[config.mk]
export PLATFORM = sky130hd
export DESIGN_NAME = dmab_top
export DESIGN_NICKNAME = d
export VERILOG_FILES = /design/src/hdl/dmab_pkg.sv /design/src/hdl/dmab_dest_step.sv /design/src/hdl/dmab_top.sv
export SDC_FILE = /design/constraint.sdc
export NUM_CORES = 1
export LEC_CHECK = 0
export ABC_CLOCK_PERIOD_IN_PS = 4800
export BUFFER_PORTS_ARGS = -buffer_cell sky130_fd_sc_hd__buf_2
export CAP_MARGIN = 15
export CORE_UTILIZATION = 30
export DETAILED_ROUTE_END_ITERATION = 10
export GPL_TIMING_DRIVEN = 0
export PLACE_DENSITY = 0.48
export SLEW_MARGIN = 5
export SYNTH_ARGS = -nofsm -noshare
export SYNTH_HDL_FRONTEND = slang
export SYNTH_HIERARCHICAL = 1
export SYNTH_SLANG_ARGS = --single-unit
export TNS_END_PERCENT = 50
[constraint.sdc]
create_clock -name i_clk -period 4.8 [get_ports i_clk]
set_input_delay 0.24 -clock i_clk [delete_from_list [all_inputs] [get_ports i_clk]]
set_output_delay 0.24 -clock i_clk [all_outputs]
set_load 0.01 [all_outputs]
[src/hdl/dmab_pkg.sv]
// constants shared by the channel b destination-step and trigger-select block
package dmab_pkg;

	// apb byte offsets, one aligned word per register
	localparam logic [7:0] OFF_CTRL0 = 8'h00;
	localparam logic [7:0] OFF_CTRL1 = 8'h04;
	localparam logic [7:0] OFF_MODE0 = 8'h08;
	localparam logic [7:0] OFF_MODE1 = 8'h0C;
	localparam logic [7:0] OFF_DEST0 = 8'h10;
	localparam logic [7:0] OFF_DEST1 = 8'h14;
	localparam logic [7:0] OFF_STAT  = 8'h18;

	// control byte field positions
	localparam int unsigned CTRL_DIR_BIT = 6;
	localparam int unsigned CTRL_EN_BIT  = 5;

	// mode register field positions
	localparam int unsigned MODE_EN_BIT   = 0;
	localparam int unsigned MODE_BLK_BIT  = 1;
	localparam int unsigned MODE_WORD_BIT = 2;

	// status register field positions
	localparam int unsigned STAT_PEND_LSB  = 0;
	localparam int unsigned STAT_BUSY_LSB  = 2;
	localparam int unsigned STAT_FIRST_LSB = 4;

	// reset values
	localparam logic [7:0] CTRL_RST = 8'h00;
	localparam logic [2:0] MODE_RST = 3'h0;

	// activation source codes
	localparam logic [3:0] SRC_ADC        = 4'h1;
	localparam logic [3:0] SRC_EXT_FALL   = 4'h2;
	localparam logic [3:0] SRC_EXT_LOW    = 4'h3;
	localparam logic [3:0] SRC_SER0_TX    = 4'h4;
	localparam logic [3:0] SRC_SER1_RX    = 4'h7;
	localparam logic [3:0] SRC_AUTO_STEAL = 4'h6;
	localparam logic [3:0] SRC_AUTO_BURST = 4'h7;
	localparam logic [3:0] SRC_TMR0       = 4'h8;
	localparam logic [3:0] SRC_TMR5       = 4'hD;

	// destination step amounts in address units
	localparam int unsigned STEP_BYTE = 1;
	localparam int unsigned STEP_WORD = 2;

endpackage

[src/hdl/dmab_dest_step.sv]
// destination address register of one channel with its per-transfer stepping
`timescale 1ns/1ps
module dmab_dest_step #(
	parameter int unsigned ADDR_W = 24
) (
	input  wire logic              i_clk,
	input  wire logic              i_nrst,
	input  wire logic              i_load,
	input  wire logic [ADDR_W-1:0] i_load_val,
	input  wire logic              i_step,
	input  wire logic              i_step_en,
	input  wire logic              i_step_dir,
	input  wire logic              i_word,
	output logic      [ADDR_W-1:0] o_addr
);

	logic [ADDR_W-1:0] addr_q;
	logic [ADDR_W-1:0] addr_d;

	// step size follows the transfer size bit
	function automatic logic [ADDR_W-1:0] step_amt(input logic word);
		return word ? ADDR_W'(dmab_pkg::STEP_WORD) : ADDR_W'(dmab_pkg::STEP_BYTE);
	endfunction

	// a software load beats a step in the same cycle so a reprogram is never lost
	always_comb
	begin
		addr_d = addr_q;
		if (i_load)
			addr_d = i_load_val;
		else if (i_step && i_step_en && !i_step_dir)
			addr_d = addr_q + step_amt(i_word);
		else if (i_step && i_step_en && i_step_dir)
			addr_d = addr_q - step_amt(i_word);
	end

	// enable low leaves the address fixed whatever the direction bit says
	always_ff @(posedge i_clk or negedge i_nrst)
	begin
		if (!i_nrst)
			addr_q <= '0;
		else
			addr_q <= addr_d;
	end

	assign o_addr = addr_q;

	property p_fixed;
		@(posedge i_clk) disable iff (!i_nrst)
		(!i_load && i_step && !i_step_en) |=> $stable(o_addr);
	endproperty
	a_fixed: assert property (p_fixed) else $error("fixed address moved");

	property p_inc;
		@(posedge i_clk) disable iff (!i_nrst)
		(!i_load && i_step && i_step_en && !i_step_dir && !i_word)
		|=> (o_addr == $past(o_addr) + ADDR_W'(1));
	endproperty
	a_inc: assert property (p_inc) else $error("byte increment not one");

	property p_inc_word;
		@(posedge i_clk) disable iff (!i_nrst)
		(!i_load && i_step && i_step_en && !i_step_dir && i_word)
		|=> (o_addr == $past(o_addr) + ADDR_W'(2));
	endproperty
	a_inc_word: assert property (p_inc_word) else $error("word increment not two");

	property p_dec_word;
		@(posedge i_clk) disable iff (!i_nrst)
		(!i_load && i_step && i_step_en && i_step_dir && i_word)
		|=> (o_addr == $past(o_addr) - ADDR_W'(2));
	endproperty
	a_dec_word: assert property (p_dec_word) else $error("word decrement not two");

	property p_dec_byte;
		@(posedge i_clk) disable iff (!i_nrst)
		(!i_load && i_step && i_step_en && i_step_dir && !i_word)
		|=> (o_addr == $past(o_addr) - ADDR_W'(1));
	endproperty
	a_dec_byte: assert property (p_dec_byte) else $error("byte decrement not one");

endmodule // dmab_dest_step

[src/hdl/dmab_top.sv]
// two-channel b-side control bytes, trigger selection and apb register slave
//
// Design decisions made here: the address map and the APB slave port.
`timescale 1ns/1ps
module dmab_top #(
	parameter int unsigned ADDR_W = 24
) (
	input  wire logic                   i_clk,
	input  wire logic                   i_nrst,
	input  wire logic                   i_psel,
	input  wire logic                   i_penable,
	input  wire logic                   i_pwrite,
	input  wire logic [7:0]             i_paddr,
	input  wire logic [31:0]            i_pwdata,
	input  wire logic [3:0]             i_pstrb,
	output logic      [31:0]            o_prdata,
	output logic                        o_pready,
	output logic                        o_pslverr,
	input  wire logic [1:0]             i_ext_req_n,
	input  wire logic                   i_adc_end,
	input  wire logic [3:0]             i_ser_evt,
	input  wire logic [5:0]             i_tmr_evt,
	input  wire logic [1:0]             i_xfer_done,
	output logic      [1:0]             o_start,
	output logic      [1:0]             o_burst,
	output logic      [1:0]             o_word,
	output logic      [1:0][ADDR_W-1:0] o_dest_addr
);

	// register state
	logic [1:0][7:0] ctrl_q;
	logic [1:0][7:0] ctrl_d;
	logic [1:0][2:0] mode_q;
	logic [1:0][2:0] mode_d;
	logic [1:0]      dest_load;
	logic [1:0][ADDR_W-1:0] dest_val;

	// apb answer state
	logic        pready_q;
	logic        pready_d;
	logic        pslverr_q;
	logic        pslverr_d;
	logic [31:0] prdata_q;
	logic [31:0] prdata_d;

	// trigger state per channel
	logic [1:0] pend_q;
	logic [1:0] pend_d;
	logic [1:0] busy_q;
	logic [1:0] busy_d;
	logic [1:0] first_q;
	logic [1:0] first_d;
	logic [1:0] start_q;
	logic [1:0] start_d;
	logic [1:0] burst_q;
	logic [1:0] burst_d;
	logic [1:0] ext_prev_n_q;
	logic [1:0] hit;
	logic [1:0] en;

	logic setup;
	logic wr_acc;

	// byte-lane merge of a write into an old word
	function automatic logic [31:0] merge(input logic [31:0] old, input logic [31:0] wd,
	                                      input logic [3:0] strb);
		logic [31:0] r;
		r = old;
		for (int b = 0; b < 4; b++)
		begin
			if (strb[b])
				r[b*8 +: 8] = wd[b*8 +: 8];
		end
		return r;
	endfunction

	// map check, shared by the error answer and nothing else writes elsewhere
	function automatic logic mapped(input logic [7:0] a);
		return (a == dmab_pkg::OFF_CTRL0) || (a == dmab_pkg::OFF_CTRL1) ||
		       (a == dmab_pkg::OFF_MODE0) || (a == dmab_pkg::OFF_MODE1) ||
		       (a == dmab_pkg::OFF_DEST0) || (a == dmab_pkg::OFF_DEST1) ||
		       (a == dmab_pkg::OFF_STAT);
	endfunction

	// source decode; prohibited codes never match so a bad setting just stays idle
	function automatic logic src_hit(input logic [3:0] code, input logic blk,
	                                 input logic ext_low, input logic ext_fall,
	                                 input logic first, input logic adc,
	                                 input logic [3:0] ser, input logic [5:0] tmr);
		logic h;
		h = 1'b0;
		if (code == dmab_pkg::SRC_EXT_FALL)
			h = ext_fall || (first && ext_low);
		else if (code == dmab_pkg::SRC_EXT_LOW)
			h = ext_low;
		else if (!blk)
			h = (code == dmab_pkg::SRC_AUTO_STEAL) || (code == dmab_pkg::SRC_AUTO_BURST);
		else if (code == dmab_pkg::SRC_ADC)
			h = adc;
		else if (code >= dmab_pkg::SRC_SER0_TX && code <= dmab_pkg::SRC_SER1_RX)
			h = ser[code[1:0]];
		else if (code >= dmab_pkg::SRC_TMR0 && code <= dmab_pkg::SRC_TMR5)
			h = tmr[code[2:0]];
		return h;
	endfunction

	assign setup  = i_psel && !i_penable;
	assign wr_acc = i_psel && i_penable && pready_q && i_pwrite;

	// register writes land only at the completing access edge
	always_comb
	begin
		ctrl_d    = ctrl_q;
		mode_d    = mode_q;
		dest_load = 2'h0;
		dest_val  = '0;
		for (int c = 0; c < 2; c++)
			dest_val[c] = ADDR_W'(merge(32'(o_dest_addr[c]), i_pwdata, i_pstrb));
		if (wr_acc)
		begin
			case (i_paddr)
				dmab_pkg::OFF_CTRL0: ctrl_d[0] = 8'(merge(32'(ctrl_q[0]), i_pwdata, i_pstrb));
				dmab_pkg::OFF_CTRL1: ctrl_d[1] = 8'(merge(32'(ctrl_q[1]), i_pwdata, i_pstrb));
				dmab_pkg::OFF_MODE0: mode_d[0] = 3'(merge(32'(mode_q[0]), i_pwdata, i_pstrb));
				dmab_pkg::OFF_MODE1: mode_d[1] = 3'(merge(32'(mode_q[1]), i_pwdata, i_pstrb));
				dmab_pkg::OFF_DEST0: dest_load[0] = 1'b1;
				dmab_pkg::OFF_DEST1: dest_load[1] = 1'b1;
				default: ;
			endcase
		end
	end

	// read data is captured in the setup cycle so the access phase answers at once
	always_comb
	begin
		pready_d  = setup;
		pslverr_d = setup && !mapped(i_paddr);
		prdata_d  = 32'h0000_0000;
		if (setup)
		begin
			case (i_paddr)
				dmab_pkg::OFF_CTRL0: prdata_d = 32'(ctrl_q[0]);
				dmab_pkg::OFF_CTRL1: prdata_d = 32'(ctrl_q[1]);
				dmab_pkg::OFF_MODE0: prdata_d = 32'(mode_q[0]);
				dmab_pkg::OFF_MODE1: prdata_d = 32'(mode_q[1]);
				dmab_pkg::OFF_DEST0: prdata_d = 32'(o_dest_addr[0]);
				dmab_pkg::OFF_DEST1: prdata_d = 32'(o_dest_addr[1]);
				dmab_pkg::OFF_STAT:
				begin
					prdata_d[dmab_pkg::STAT_PEND_LSB  +: 2] = pend_q;
					prdata_d[dmab_pkg::STAT_BUSY_LSB  +: 2] = busy_q;
					prdata_d[dmab_pkg::STAT_FIRST_LSB +: 2] = first_q;
				end
				default: ;
			endcase
		end
	end

	// activation: a source hit beats the clear by start, so no event is dropped
	always_comb
	begin
		for (int c = 0; c < 2; c++)
		begin
			en[c]  = mode_q[c][dmab_pkg::MODE_EN_BIT];
			hit[c] = src_hit(ctrl_q[c][3:0], mode_q[c][dmab_pkg::MODE_BLK_BIT],
			                 !i_ext_req_n[c], ext_prev_n_q[c] && !i_ext_req_n[c],
			                 first_q[c], i_adc_end, i_ser_evt, i_tmr_evt);
			burst_d[c] = !mode_q[c][dmab_pkg::MODE_BLK_BIT] &&
			             (ctrl_q[c][3:0] == dmab_pkg::SRC_AUTO_BURST);
		end
		// fixed priority, one start per cycle; channel 1 waits while channel 0 is ready
		start_d[0] = en[0] && pend_q[0] && !busy_q[0];
		start_d[1] = en[1] && pend_q[1] && !busy_q[1] && !start_d[0];
		for (int c = 0; c < 2; c++)
		begin
			pend_d[c]  = en[c] && (hit[c] || (pend_q[c] && !start_d[c]));
			busy_d[c]  = en[c] && (start_d[c] || (busy_q[c] && !i_xfer_done[c]));
			// the first request after enabling is taken on a low level; it is used up
			// by the hit itself, so one held low level cannot pend a second request
			first_d[c] = mode_d[c][dmab_pkg::MODE_EN_BIT] &&
			             ((!en[c]) || (first_q[c] && !hit[c]));
		end
	end

	// single register process for all control and answer state
	always_ff @(posedge i_clk or negedge i_nrst)
	begin
		if (!i_nrst)
		begin
			ctrl_q       <= {2{dmab_pkg::CTRL_RST}};
			mode_q       <= {2{dmab_pkg::MODE_RST}};
			pready_q     <= 1'b0;
			pslverr_q    <= 1'b0;
			prdata_q     <= 32'h0000_0000;
			pend_q       <= 2'h0;
			busy_q       <= 2'h0;
			first_q      <= 2'h0;
			start_q      <= 2'h0;
			burst_q      <= 2'h0;
			ext_prev_n_q <= 2'h3;
		end
		else
		begin
			ctrl_q       <= ctrl_d;
			mode_q       <= mode_d;
			pready_q     <= pready_d;
			pslverr_q    <= pslverr_d;
			prdata_q     <= prdata_d;
			pend_q       <= pend_d;
			busy_q       <= busy_d;
			first_q      <= first_d;
			start_q      <= start_d;
			burst_q      <= burst_d;
			ext_prev_n_q <= i_ext_req_n;
		end
	end

	// destination steppers; the transfer engine reports each finished transfer
	for (genvar c = 0; c < 2; c++)
	begin : g_dest
		dmab_dest_step #(
			.ADDR_W (ADDR_W)
		) u_step (
			.i_clk      (i_clk),
			.i_nrst     (i_nrst),
			.i_load     (dest_load[c]),
			.i_load_val (dest_val[c]),
			.i_step     (i_xfer_done[c]),
			.i_step_en  (ctrl_q[c][dmab_pkg::CTRL_EN_BIT]),
			.i_step_dir (ctrl_q[c][dmab_pkg::CTRL_DIR_BIT]),
			.i_word     (mode_q[c][dmab_pkg::MODE_WORD_BIT]),
			.o_addr     (o_dest_addr[c])
		);
	end

	assign o_prdata  = prdata_q;
	assign o_pready  = pready_q;
	assign o_pslverr = pslverr_q;
	assign o_start   = start_q;
	assign o_burst   = burst_q;
	always_comb
	begin
		for (int c = 0; c < 2; c++)
			o_word[c] = mode_q[c][dmab_pkg::MODE_WORD_BIT];
	end

	property p_prio;
		@(posedge i_clk) disable iff (!i_nrst)
		(en[0] && en[1] && pend_q[0] && pend_q[1] && !busy_q[0] && !busy_q[1])
		|=> (o_start == 2'h1) ##1 (o_start == 2'h2);
	endproperty
	a_prio: assert property (p_prio) else $error("channel 0 not started first");

	property p_ext_low;
		@(posedge i_clk) disable iff (!i_nrst)
		(en[0] && ctrl_q[0][3:0] == dmab_pkg::SRC_EXT_LOW && !i_ext_req_n[0]) |=> pend_q[0];
	endproperty
	a_ext_low: assert property (p_ext_low) else $error("low level request missed");

	property p_ext_fall_only;
		@(posedge i_clk) disable iff (!i_nrst)
		(en[0] && ctrl_q[0][3:0] == dmab_pkg::SRC_EXT_FALL && !first_q[0] && !pend_q[0]
		 && !ext_prev_n_q[0] && !i_ext_req_n[0]) |=> !pend_q[0];
	endproperty
	a_ext_fall_only: assert property (p_ext_fall_only) else $error("held low retriggered");

	property p_auto;
		@(posedge i_clk) disable iff (!i_nrst)
		(en[0] && !mode_q[0][dmab_pkg::MODE_BLK_BIT] && ctrl_q[0][3:0] == dmab_pkg::SRC_AUTO_BURST)
		|=> (pend_q[0] && o_burst[0]);
	endproperty
	a_auto: assert property (p_auto) else $error("burst auto-request missing");

	property p_adc;
		@(posedge i_clk) disable iff (!i_nrst)
		(en[0] && mode_q[0][dmab_pkg::MODE_BLK_BIT] && ctrl_q[0][3:0] == dmab_pkg::SRC_ADC
		 && i_adc_end) |=> pend_q[0] ##[0:4] o_start[0];
	endproperty
	a_adc: assert property (p_adc) else $error("conversion end not taken");

	property p_adc_normal;
		@(posedge i_clk) disable iff (!i_nrst)
		(en[0] && !mode_q[0][dmab_pkg::MODE_BLK_BIT] && ctrl_q[0][3:0] == dmab_pkg::SRC_ADC
		 && !pend_q[0]) |=> !pend_q[0];
	endproperty
	a_adc_normal: assert property (p_adc_normal) else $error("normal mode decoded 0001");

	property p_ser;
		@(posedge i_clk) disable iff (!i_nrst)
		(en[0] && mode_q[0][dmab_pkg::MODE_BLK_BIT] && ctrl_q[0][3:0] == 4'h5 && i_ser_evt[1])
		|=> pend_q[0];
	endproperty
	a_ser: assert property (p_ser) else $error("serial rx0 event missed");

	property p_tmr;
		@(posedge i_clk) disable iff (!i_nrst)
		(en[0] && mode_q[0][dmab_pkg::MODE_BLK_BIT] && ctrl_q[0][3:0] == 4'hA && i_tmr_evt[2])
		|=> pend_q[0];
	endproperty
	a_tmr: assert property (p_tmr) else $error("timer 2 event missed");

endmodule // dmab_top

==> results of run 1 <==
==> through the flow <==
| step | worst slack (ns) | total power [W] | util | hold WS (ns) | area (um2) |
|---|---|---|---|---|---|
| 2_1_floorplan | 1.18 | 0.00134 | - | -0.0556 | 8320 |
| 3_5_place_dp | 0.215 | 0.00152 | 0.349 | 0.236 | 9440 |
| 6_report | 0.472 | 0.00229 | 0.362 | 0.128 | 9790 |
| 4_1_cts | 0.167 | 0.00231 | 0.361 | 0.00291 | 9770 |
| 3_3_place_gp | 0.118 | 0.00152 | 0.348 | 0.363 | 9400 |
| 5_1_grt | 0.194 | 0.00242 | 0.362 | 0.114 | 9780 |
==> worst register-to-register path, delay by kind of cell, from the launching register on <==
| kind | cells | cell delay, ns |
|---|---|---|
| xor+xnor | 1 | 0.13 |
| simple gates | 4 | 0.99 |
| fa+ha+maj | 1 | 0.50 |
| compound gates | 4 | 1.30 |
| buf+inv | 2 | 0.88 |
| flops | 1 | 0.42 |
==> area by class of cell <==
type / instances / area, um2 / share of cell area
Timing Repair Buffer: 135 / 719 / 0.0735
Antenna cell: 2 / 5.00 / 0.000511
Multi-Input combinational cell: 737 / 4980 / 0.509
Clock buffer: 10 / 239 / 0.0244
Sequential cell: 108 / 2710 / 0.276
Buffer: 64 / 360 / 0.0368
Inverter: 73 / 274 / 0.0280
Clock inverter: 6 / 72.6 / 0.00741
Tap cell: 341 / 427 / 0.0436
==> power by group through the flow <==
stage	sequential (W)	clock (W)	combinational [W]
after floorplan	0.000964	0	0.000380
after global placement	0.000971	0	0.000552
after detailed placement	0.000971	0	0.000552
after CTS	0.000953	0.000801	0.000558
after global routing	0.000955	0.000846	0.000619
final	0.000952	0.000783	0.000555
==> cell usage in the layout (no fill, tap or decap), types with 9 or more instances in the layout <==
cell type | synthesis | final
nand4_1 | 9 | 9
clkbuf_16 | 0 | 9
xnor2_1 | 21 | 21
buf_4 | 13 | 13
o21ai_0 | 103 | 103
xor2_1 | 17 | 17
a21oi_1 | 72 | 72
a21o_1 | 15 | 15
ha_1 | 46 | 46
mux4_2 | 11 | 11
nor2_1 | 67 | 67
nor3_1 | 13 | 13
o21ai_1 | 9 | 9
clkbuf_1 | 39 | 39
and3_1 | 9 | 9
dfrtp_1 | 106 | 106
nand2_1 | 113 | 113
mux2i_1 | 19 | 19
nand3_1 | 19 | 19
a22oi_1 | 15 | 15
buf_2 | 2 | 132
inv_1 | 73 | 73
mux2_2 | 25 | 25
nand2b_1 | 10 | 9
==> path summary, 6_finish.rpt <==
path	endpoint	slack [ns]	cells after the start
min in group asynchronous	o_burst[0]$_DFF_PN0_	0.39	2
max reg2reg	g_dest[0].u_step/o_addr[19]$_DFFE_PN0P_	0.47	12
max	g_dest[0].u_step/o_addr[19]$_DFFE_PN0P_	0.47	12
min	busy_q[0]$_DFF_PN0_	0.13	2
min reg2reg	ctrl_q[4]$_DFFE_PN0P_	0.51	1
max in group asynchronous	g_dest[1].u_step/o_addr[18]$_DFFE_PN0P_	3.74	3
==> kinds of logic after synthesis <==
group / count (synthesis) / share of synthesized area
AO/OA/AOI/OAI: 294 / 0.222
XOR/XNOR: 38 / 0.0401
adder cells (fa/ha/maj): 48 / 0.0742
buffers and inverters: 137 / 0.0765
flip-flops: 108 / 0.326
multiplexers: 56 / 0.0885
other: 1 / 0.000452
AND/OR/NAND/NOR: 293 / 0.172
==> routing by layer <==
layer	up-vias	GRT usage	share of wire
li1	3763	-	-
met1	3659	0.261	0.47
met2	223	0.325	0.46
met3	37	0.0411	0.058
met4	4	0.0474	0.017
met5	-	0	0.00080
==> timing repair <==
item / CTS / global route
setup buffers: 0 / 0
setup endpoints to repair: 0 / 3
gates resized for setup: 0 / 1
hold buffers: 2 / 1
hold endpoints to repair: 52 / 1
==> impl_metrics.tcl, run 1 <==
set metrics [dict create \
    p_sw_frac 0.308 \
    first_global_vias 7660 \
    yosysMostFrequentCell "nand2_1" \
    setup_tns_ns 0 \
    initial_core_util 0.307 \
    start_kind "flip-flop" \
    fmax_ghz 0.231 \
    grt_max_degree 57 \
    timing.critical_path.buf_inv 2 \
    finalSetupViolations 0 \
    syn_area_mm2 0.00830 \
    io_buffer_count 131 \
    switchingPower_w 0.000706 \
    stdcell_count 1476 \
    placementRows 60 \
    cts.path.max_buffers 2 \
    cts_sinks 108 \
    hpwl_um 21700 \
    path_delay_family "compound AO/OA/AOI/OAI gates" \
    finalNetCount 1240 \
    antenna_found_initial 5 \
    synth_seq_area_share 0.326 \
    root_buffer "clkbuf_16" \
    ys_types 84 \
    p_int_w 0.00158 \
    rsz0062_at_grt "false" \
    min_path_type "primary input to flip-flop" \
    worstSetupPathType "flip-flop to flip-flop" \
    synthTopCellsByArea "dfrtp_1, ha_1, o21ai_0, nand2_1, a21oi_1" \
    status "completed" \
    clkLatencyLatePin_ns 0.35 \
    synth_top_area_share 0.320 \
    ant_nets 0 \
    via_per_inst 5.21 \
    io-pin-count 152 \
    clkPwrFrac 0.342 \
    cellPowerDensity_mw_per_mm2 234 \
    wl_per_cell_um 18.5 \
    slew_viol_final 0 \
    critPathCaptureType "flip-flop" \
    seq_power_share 0.416 \
    max_stage_delay_ns 0.54 \
    clock_skew_ns 0.00587 \
    path_clk_slew_ns 0.07 \
    finalCritPeriodShare 0.902 \
    dp_cells 1455 \
    synth_area_leader_cell "dfrtp_1" \
    fill_cells 2940 \
    grt-ovfl-total 0 \
    routabilityCongestion 0.873 \
    worstPathMaxFanout 21 \
    die-area_mm2 0.0283 \
    drtIter0Drc 445 \
    synth_seq_cells 108 \
    syn2layout_area_growth_pct 18.0 \
    numCtsBuffers 9 \
    grt.total_usage 0.196 \
    power_leakage_nw 4.63 \
    layout-drive-gt1-share 0.208 \
    synth_edf_count 0 \
    grt_pass1_wl_um 43200 \
    drc 0 \
    wl_um 27300 \
    dr.pass1.iters 4 \
    critPathRequiredTime_ns 5.04 \
    peakVddDrop_mv 0.169 \
    synth_warnings 6 \
    netlist_top_cells_count "nand2_1, dfrtp_1, o21ai_0, inv_1, a21oi_1" \
    finalHoldViolCount 0 \
    core_area_mm2 0.0270 \
    p_comb_frac 0.242 \
    crit_chain "and2_1, clkbuf_1, clkbuf_1, nand2b_2, ha_1, a21oi_1, o221ai_1, nand3_1, nand3_1, a311oi_1, xnor2_1, a221o_1" \
    h-tree-depth 3 \
    synth-main-ff-cell "dfrtp_1" \
    postSynthCellCount 975 \
    dieWidth_um 168 \
    min-delay-start "i_xfer_done[0]" \
    synthArstFlopShare 1.00 \
    largest_register_ffs 48 \
    cap_violations 0 \
    rr_startpoint "ctrl_q[5]$_DFFE_PN0P_" \
    cp_slowest_cell "clkbuf_1" \
    crit_path_start "ctrl_q[5]$_DFFE_PN0P_" \
    cp.arrival_ns 4.57 \
    die_height_um 168 \
    cts_tree "done" \
    synth.avg_cell_area_um2 8.51 \
    vias 7686 \
    period_needed_ns 4.33 \
    slew_headroom 0.455 \
    tightest_slew_ns 0.816 \
]
Power figures use the tool's default switching activity.
==> run 2: changes to the inputs <==
CORE_UTILIZATION = 33   (was 30)
CTS_CLUSTER_SIZE = 20   (was unset)
PLACE_DENSITY = 0.52   (was 0.48)
==> impl_metrics.tcl, run 2 (synthesized netlist as in run 1, its figures left out) <==
set metrics [dict create \
    numCtsBuffers 9 \
    syn2layout_area_growth_pct 17.2 \
    period_needed_ns 4.26 \
    cts_tree "done" \
    grt.total_usage 0.208 \
    hpwl_um 21300 \
    setup_tns_ns 0 \
    cap_violations 0 \
    tightest_slew_ns 0.799 \
    finalHoldViolCount 0 \
    layout_commonest_cell "buf_2" \
    p_comb_frac 0.250 \
    ant_nets 0 \
    seq_power_share 0.429 \
    clock_skew_ns 0.00974 \
    wl_um 27000 \
    fill_cells 2554 \
    min-delay-start "i_ext_req_n[1]" \
    critPathCaptureType "flip-flop" \
    dr.pass1.iters 7 \
    first_global_vias 7465 \
    path_clk_slew_ns 0.08 \
    min_path_type "primary input to flip-flop" \
    routabilityCongestion 0.863 \
    switchingPower_w 0.000702 \
    worstPathMaxFanout 21 \
    finalNetCount 1239 \
    worstSetupPathType "flip-flop to flip-flop" \
    slew_viol_final 0 \
    place_area_mm2 0.00942 \
    clkPwrFrac 0.321 \
    placementRows 57 \
    h-tree-depth 3 \
    rsz0062_at_grt "false" \
    finalSetupViolations 0 \
    die_height_um 161 \
    holdPathEnd "ext_prev_n_q[1]$_DFF_PN1_" \
    r2r_slack_ns 0.54 \
    drtIter0Drc 478 \
    io_buffer_count 131 \
    final_area_mm2 0.00972 \
    vias 7775 \
    antenna_found_initial 5 \
    root_buffer "clkbuf_16" \
    p_int_w 0.00152 \
    r2r_end "g_dest[0].u_step/o_addr[19]$_DFFE_PN0P_" \
    start_kind "flip-flop" \
    grt_pass1_wl_um 41900 \
    reg2reg_depth 12 \
    cts_sinks 108 \
    grt_max_degree 61 \
    clkLatencyLatePin_ns 0.35 \
    grt-ovfl-total 0 \
    min_path_cells 1 \
    io-pin-count 152 \
    initial_core_util 0.339 \
    power_leakage_nw 4.61 \
    rr_startpoint "ctrl_q[5]$_DFFE_PN0P_" \
    critPathRequiredTime_ns 5.03 \
    peakVddDrop_mv 0.170 \
    cellPowerDensity_mw_per_mm2 228 \
    slew_headroom 0.467 \
    fin_util 0.397 \
    wl_per_cell_um 18.5 \
    drc 0 \
    p_sw_frac 0.316 \
    via_per_inst 5.33 \
    cp.arrival_ns 4.49 \
    die-area_mm2 0.0258 \
    cts.path.max_buffers 2 \
    largest_register_ffs 48 \
    dieWidth_um 161 \
    layout_common_cells "buf_2, nand2_1, dfrtp_1" \
    core_area_mm2 0.0245 \
    fmax_ghz 0.235 \
    status "completed" \
    layout-drive-gt1-share 0.208 \
    finalCritPeriodShare 0.887 \
]
run 2: critical path, cell delays in order, from the launching register on:
cell,delay [ns]
dfrtp_1,0.41
and2_1,0.14
clkbuf_1,0.33
clkbuf_1,0.52
nand2b_2,0.47
ha_1,0.49
a21oi_1,0.23
o221ai_1,0.30
nand3_1,0.19
nand3_1,0.18
a311oi_1,0.39
xnor2_1,0.14
a221o_1,0.33
run 2: area by class of cell:
| class | count | area (um2) | share of cell area |
|---|---|---|---|
| Multi-Input combinational cell | 737 | 4980 | 0.513 |
| Sequential cell | 108 | 2710 | 0.278 |
| Timing Repair Buffer | 134 | 709 | 0.0730 |
| Tap cell | 324 | 405 | 0.0417 |
| Buffer | 64 | 360 | 0.0371 |
| Inverter | 73 | 274 | 0.0282 |
| Clock buffer | 10 | 229 | 0.0236 |
| Clock inverter | 6 | 47.5 | 0.00489 |
| Antenna cell | 2 | 5.00 | 0.000515 |
run 2: how the worst max path moves through the flow:
stage | slack (ns) | depth (start not counted) | start | endpoint
after detailed placement | 0.23 | 12 | ctrl_q[5]$_DFFE_PN0P_ | g_dest[0].u_step/o_addr[19]$_DFFE_PN0P_
after global placement | 0.18 | 12 | ctrl_q[5]$_DFFE_PN0P_ | g_dest[0].u_step/o_addr[19]$_DFFE_PN0P_
after floorplan | 1.18 | 13 | ctrl_q[5]$_DFFE_PN0P_ | g_dest[0].u_step/o_addr[21]$_DFFE_PN0P_
after CTS | 0.19 | 12 | ctrl_q[5]$_DFFE_PN0P_ | g_dest[0].u_step/o_addr[19]$_DFFE_PN0P_
final | 0.54 | 12 | ctrl_q[5]$_DFFE_PN0P_ | g_dest[0].u_step/o_addr[19]$_DFFE_PN0P_
after global routing | 0.20 | 12 | ctrl_q[5]$_DFFE_PN0P_ | g_dest[0].u_step/o_addr[19]$_DFFE_PN0P_
run 2: stage by stage:
stage                     worst slack (ns)  total power (W)  instances  hold WS [ns]
after global routing                 0.197          0.00233       1457       0.00347
after floorplan                       1.18          0.00134        982       -0.0556
after CTS                            0.193          0.00224       1456       0.00477
final                                0.542          0.00222       1458        0.0232
after detailed placement             0.229          0.00152       1438         0.221
after global placement               0.181          0.00152       1437         0.363
run 2: power groups by stage:
stage	clock network [W]	registers [W]	logic [W]
after floorplan	0	0.000964	0.000380
after global placement	0	0.000970	0.000548
after detailed placement	0	0.000970	0.000551
after CTS	0.000731	0.000952	0.000557
after global routing	0.000766	0.000954	0.000613
final	0.000712	0.000952	0.000555
run 2: timing repair:
item / in CTS / in global routing
setup endpoints to repair: 0 / 2
hold buffers: 2 / 0
endpoints found under the hold margin: 48 / 0
setup buffers: 0 / 0
gates resized for setup: 0 / 1
run 2: metal layers:
| metal | track usage | part of all wire | vias up |
|---|---|---|---|
| met1 | 0.282 | 0.45 | 3706 |
| li1 | - | - | 3758 |
| met3 | 0.0418 | 0.066 | 31 |
| met2 | 0.339 | 0.46 | 276 |
| met5 | 0 | 0.00067 | - |
| met4 | 0.0463 | 0.016 | 4 |
==> run 3: changes to the inputs <==
PLACE_DENSITY = unset   (was 0.52)
==> impl_metrics.tcl, run 3 (synthesized netlist as in run 1, its figures left out) <==
set metrics [dict create \
    dr.pass1.iters 5 \
    root_buffer "clkbuf_16" \
    critPathCaptureType "flip-flop" \
    cts.path.max_buffers 2 \
    power_leakage_nw 4.61 \
    wl_um 26100 \
    min_path_type "primary input to flip-flop" \
    worstSetupPathType "flip-flop to flip-flop" \
    critPathRequiredTime_ns 5.03 \
    max_stage_delay_ns 0.53 \
    numCtsBuffers 9 \
    finalHoldViolCount 0 \
    largest_register_ffs 48 \
    cellPowerDensity_mw_per_mm2 227 \
    core_area_mm2 0.0245 \
    grt-ovfl-total 0 \
    worstPathMaxFanout 21 \
    h-tree-depth 3 \
    syn2layout_area_growth_pct 17.3 \
    drtIter0Drc 578 \
    io-pin-count 152 \
    layout-drive-gt1-share 0.208 \
    cts_sinks 108 \
    grt_pass1_wl_um 41300 \
    vias 7837 \
    ant_nets 0 \
    path_clk_slew_ns 0.07 \
    rsz0062_at_grt "false" \
    cp.arrival_ns 4.47 \
    drc 0 \
    wl_per_cell_um 17.9 \
    finalCritPeriodShare 0.884 \
    clkLatencyLatePin_ns 0.35 \
    fmax_ghz 0.236 \
    finalNetCount 1239 \
    dieWidth_um 161 \
    routabilityCongestion 0.928 \
    grt.total_usage 0.203 \
    initial_core_util 0.339 \
    slew_viol_final 0 \
    start_kind "flip-flop" \
    layout_common_cells "buf_2, nand2_1, dfrtp_1" \
    layout_commonest_cell "buf_2" \
    period_needed_ns 4.24 \
    tightest_slew_ns 0.824 \
    finalSetupViolations 0 \
    die-area_mm2 0.0258 \
    setup_tns_ns 0 \
    slew_headroom 0.450 \
    antenna_found_initial 5 \
    status "completed" \
    die_height_um 161 \
    cp_slowest_cell "clkbuf_1" \
    via_per_inst 5.36 \
    peakVddDrop_mv 0.198 \
    fin_util 0.398 \
    clock_skew_ns 0.0111 \
    first_global_vias 7526 \
    io_buffer_count 131 \
    placementRows 57 \
    cts_tree "done" \
    hpwl_um 20300 \
    grt_max_degree 78 \
    fill_cells 2497 \
    cap_violations 0 \
    crit_chain "and2_1, clkbuf_1, clkbuf_1, nand2b_2, ha_1, a21oi_1, o221ai_1, nand3_1, nand3_1, a311oi_1, xnor2_1, a221o_1" \
]
-- run 3: changes by cell type in the layout (fill, tap and decap cells not counted) --
cell	delta
diode_2	+3
-- run 3: power by group --
part	switching (W)	total, W	internal (W)
clock network	0.000353	0.000711	0.000358
logic	0.000314	0.000550	0.000235
registers	0.0000282	0.000952	0.000924
-- run 3: cell type report --
class	count	area [um2]	area share
inverter	73	274	0.0282
clock inverter	6	47.5	0.00489
tap	324	405	0.0417
buffer	64	360	0.0370
timing repair buffer	134	709	0.0729
antenna	5	12.5	0.00129
sequential	108	2710	0.278
multi-input combinational	737	4980	0.512
clock buffer	10	229	0.0235
-- run 3: worst max-delay path: cells and delay by family, from the launching register on --
kind                     cells  cell delay (ns)
AO/OA/AOI/OAI                4             1.26
XOR/XNOR                     1             0.12
adder cells (fa/ha/maj)      1             0.48
buffers and inverters        2             0.88
flip-flops                   1             0.40
AND/OR/NAND/NOR              4             0.96
-- run 3: routing by layer --
layer,track usage,vias up,wire length (um)
met3,0.0411,17,1870
met4,0.0329,0,251
met1,0.284,3740,12200
met5,0,-,0
met2,0.328,300,11800
li1,-,3780,-
-- run 3: worst paths after layout --
path,startpoint,endpoint,slack (ns),depth (start not counted)
setup / recovery,ctrl_q[5]$_DFFE_PN0P_,g_dest[0].u_step/o_addr[19]$_DFFE_PN0P_,0.56,12
hold / removal,i_ext_req_n[1],ext_prev_n_q[1]$_DFF_PN1_,0.02,1
setup reg to reg,ctrl_q[5]$_DFFE_PN0P_,g_dest[0].u_step/o_addr[19]$_DFFE_PN0P_,0.56,12
hold reg to reg,ctrl_q[7]$_DFFE_PN0P_,ctrl_q[7]$_DFFE_PN0P_,0.51,1
max in group asynchronous,i_nrst,g_dest[0].u_step/o_addr[14]$_DFFE_PN0P_,3.77,3
min in group asynchronous,i_nrst,o_burst[0]$_DFF_PN0_,0.34,2
-- run 3: timing repair --
action	CTS	global route
hold buffers	2	0
buffers inserted	0	0
endpoints found under the hold margin	30	0
setup endpoints to repair	0	5
resized for setup	0	1
-- run 3: metrics by stage --
stage	setup WS, ns	cells	hold slack [ns]	power [W]	area (um2)
CTS	0.256	1456	0.00306	0.00222	9710
floorplan	1.18	982	-0.0556	0.00134	8320
finish	0.556	1461	0.0192	0.00221	9730
global route	0.149	1459	0.00117	0.00233	9720
global placement	0.281	1437	0.365	0.00151	9380
detailed placement	0.302	1438	0.147	0.00151	9420
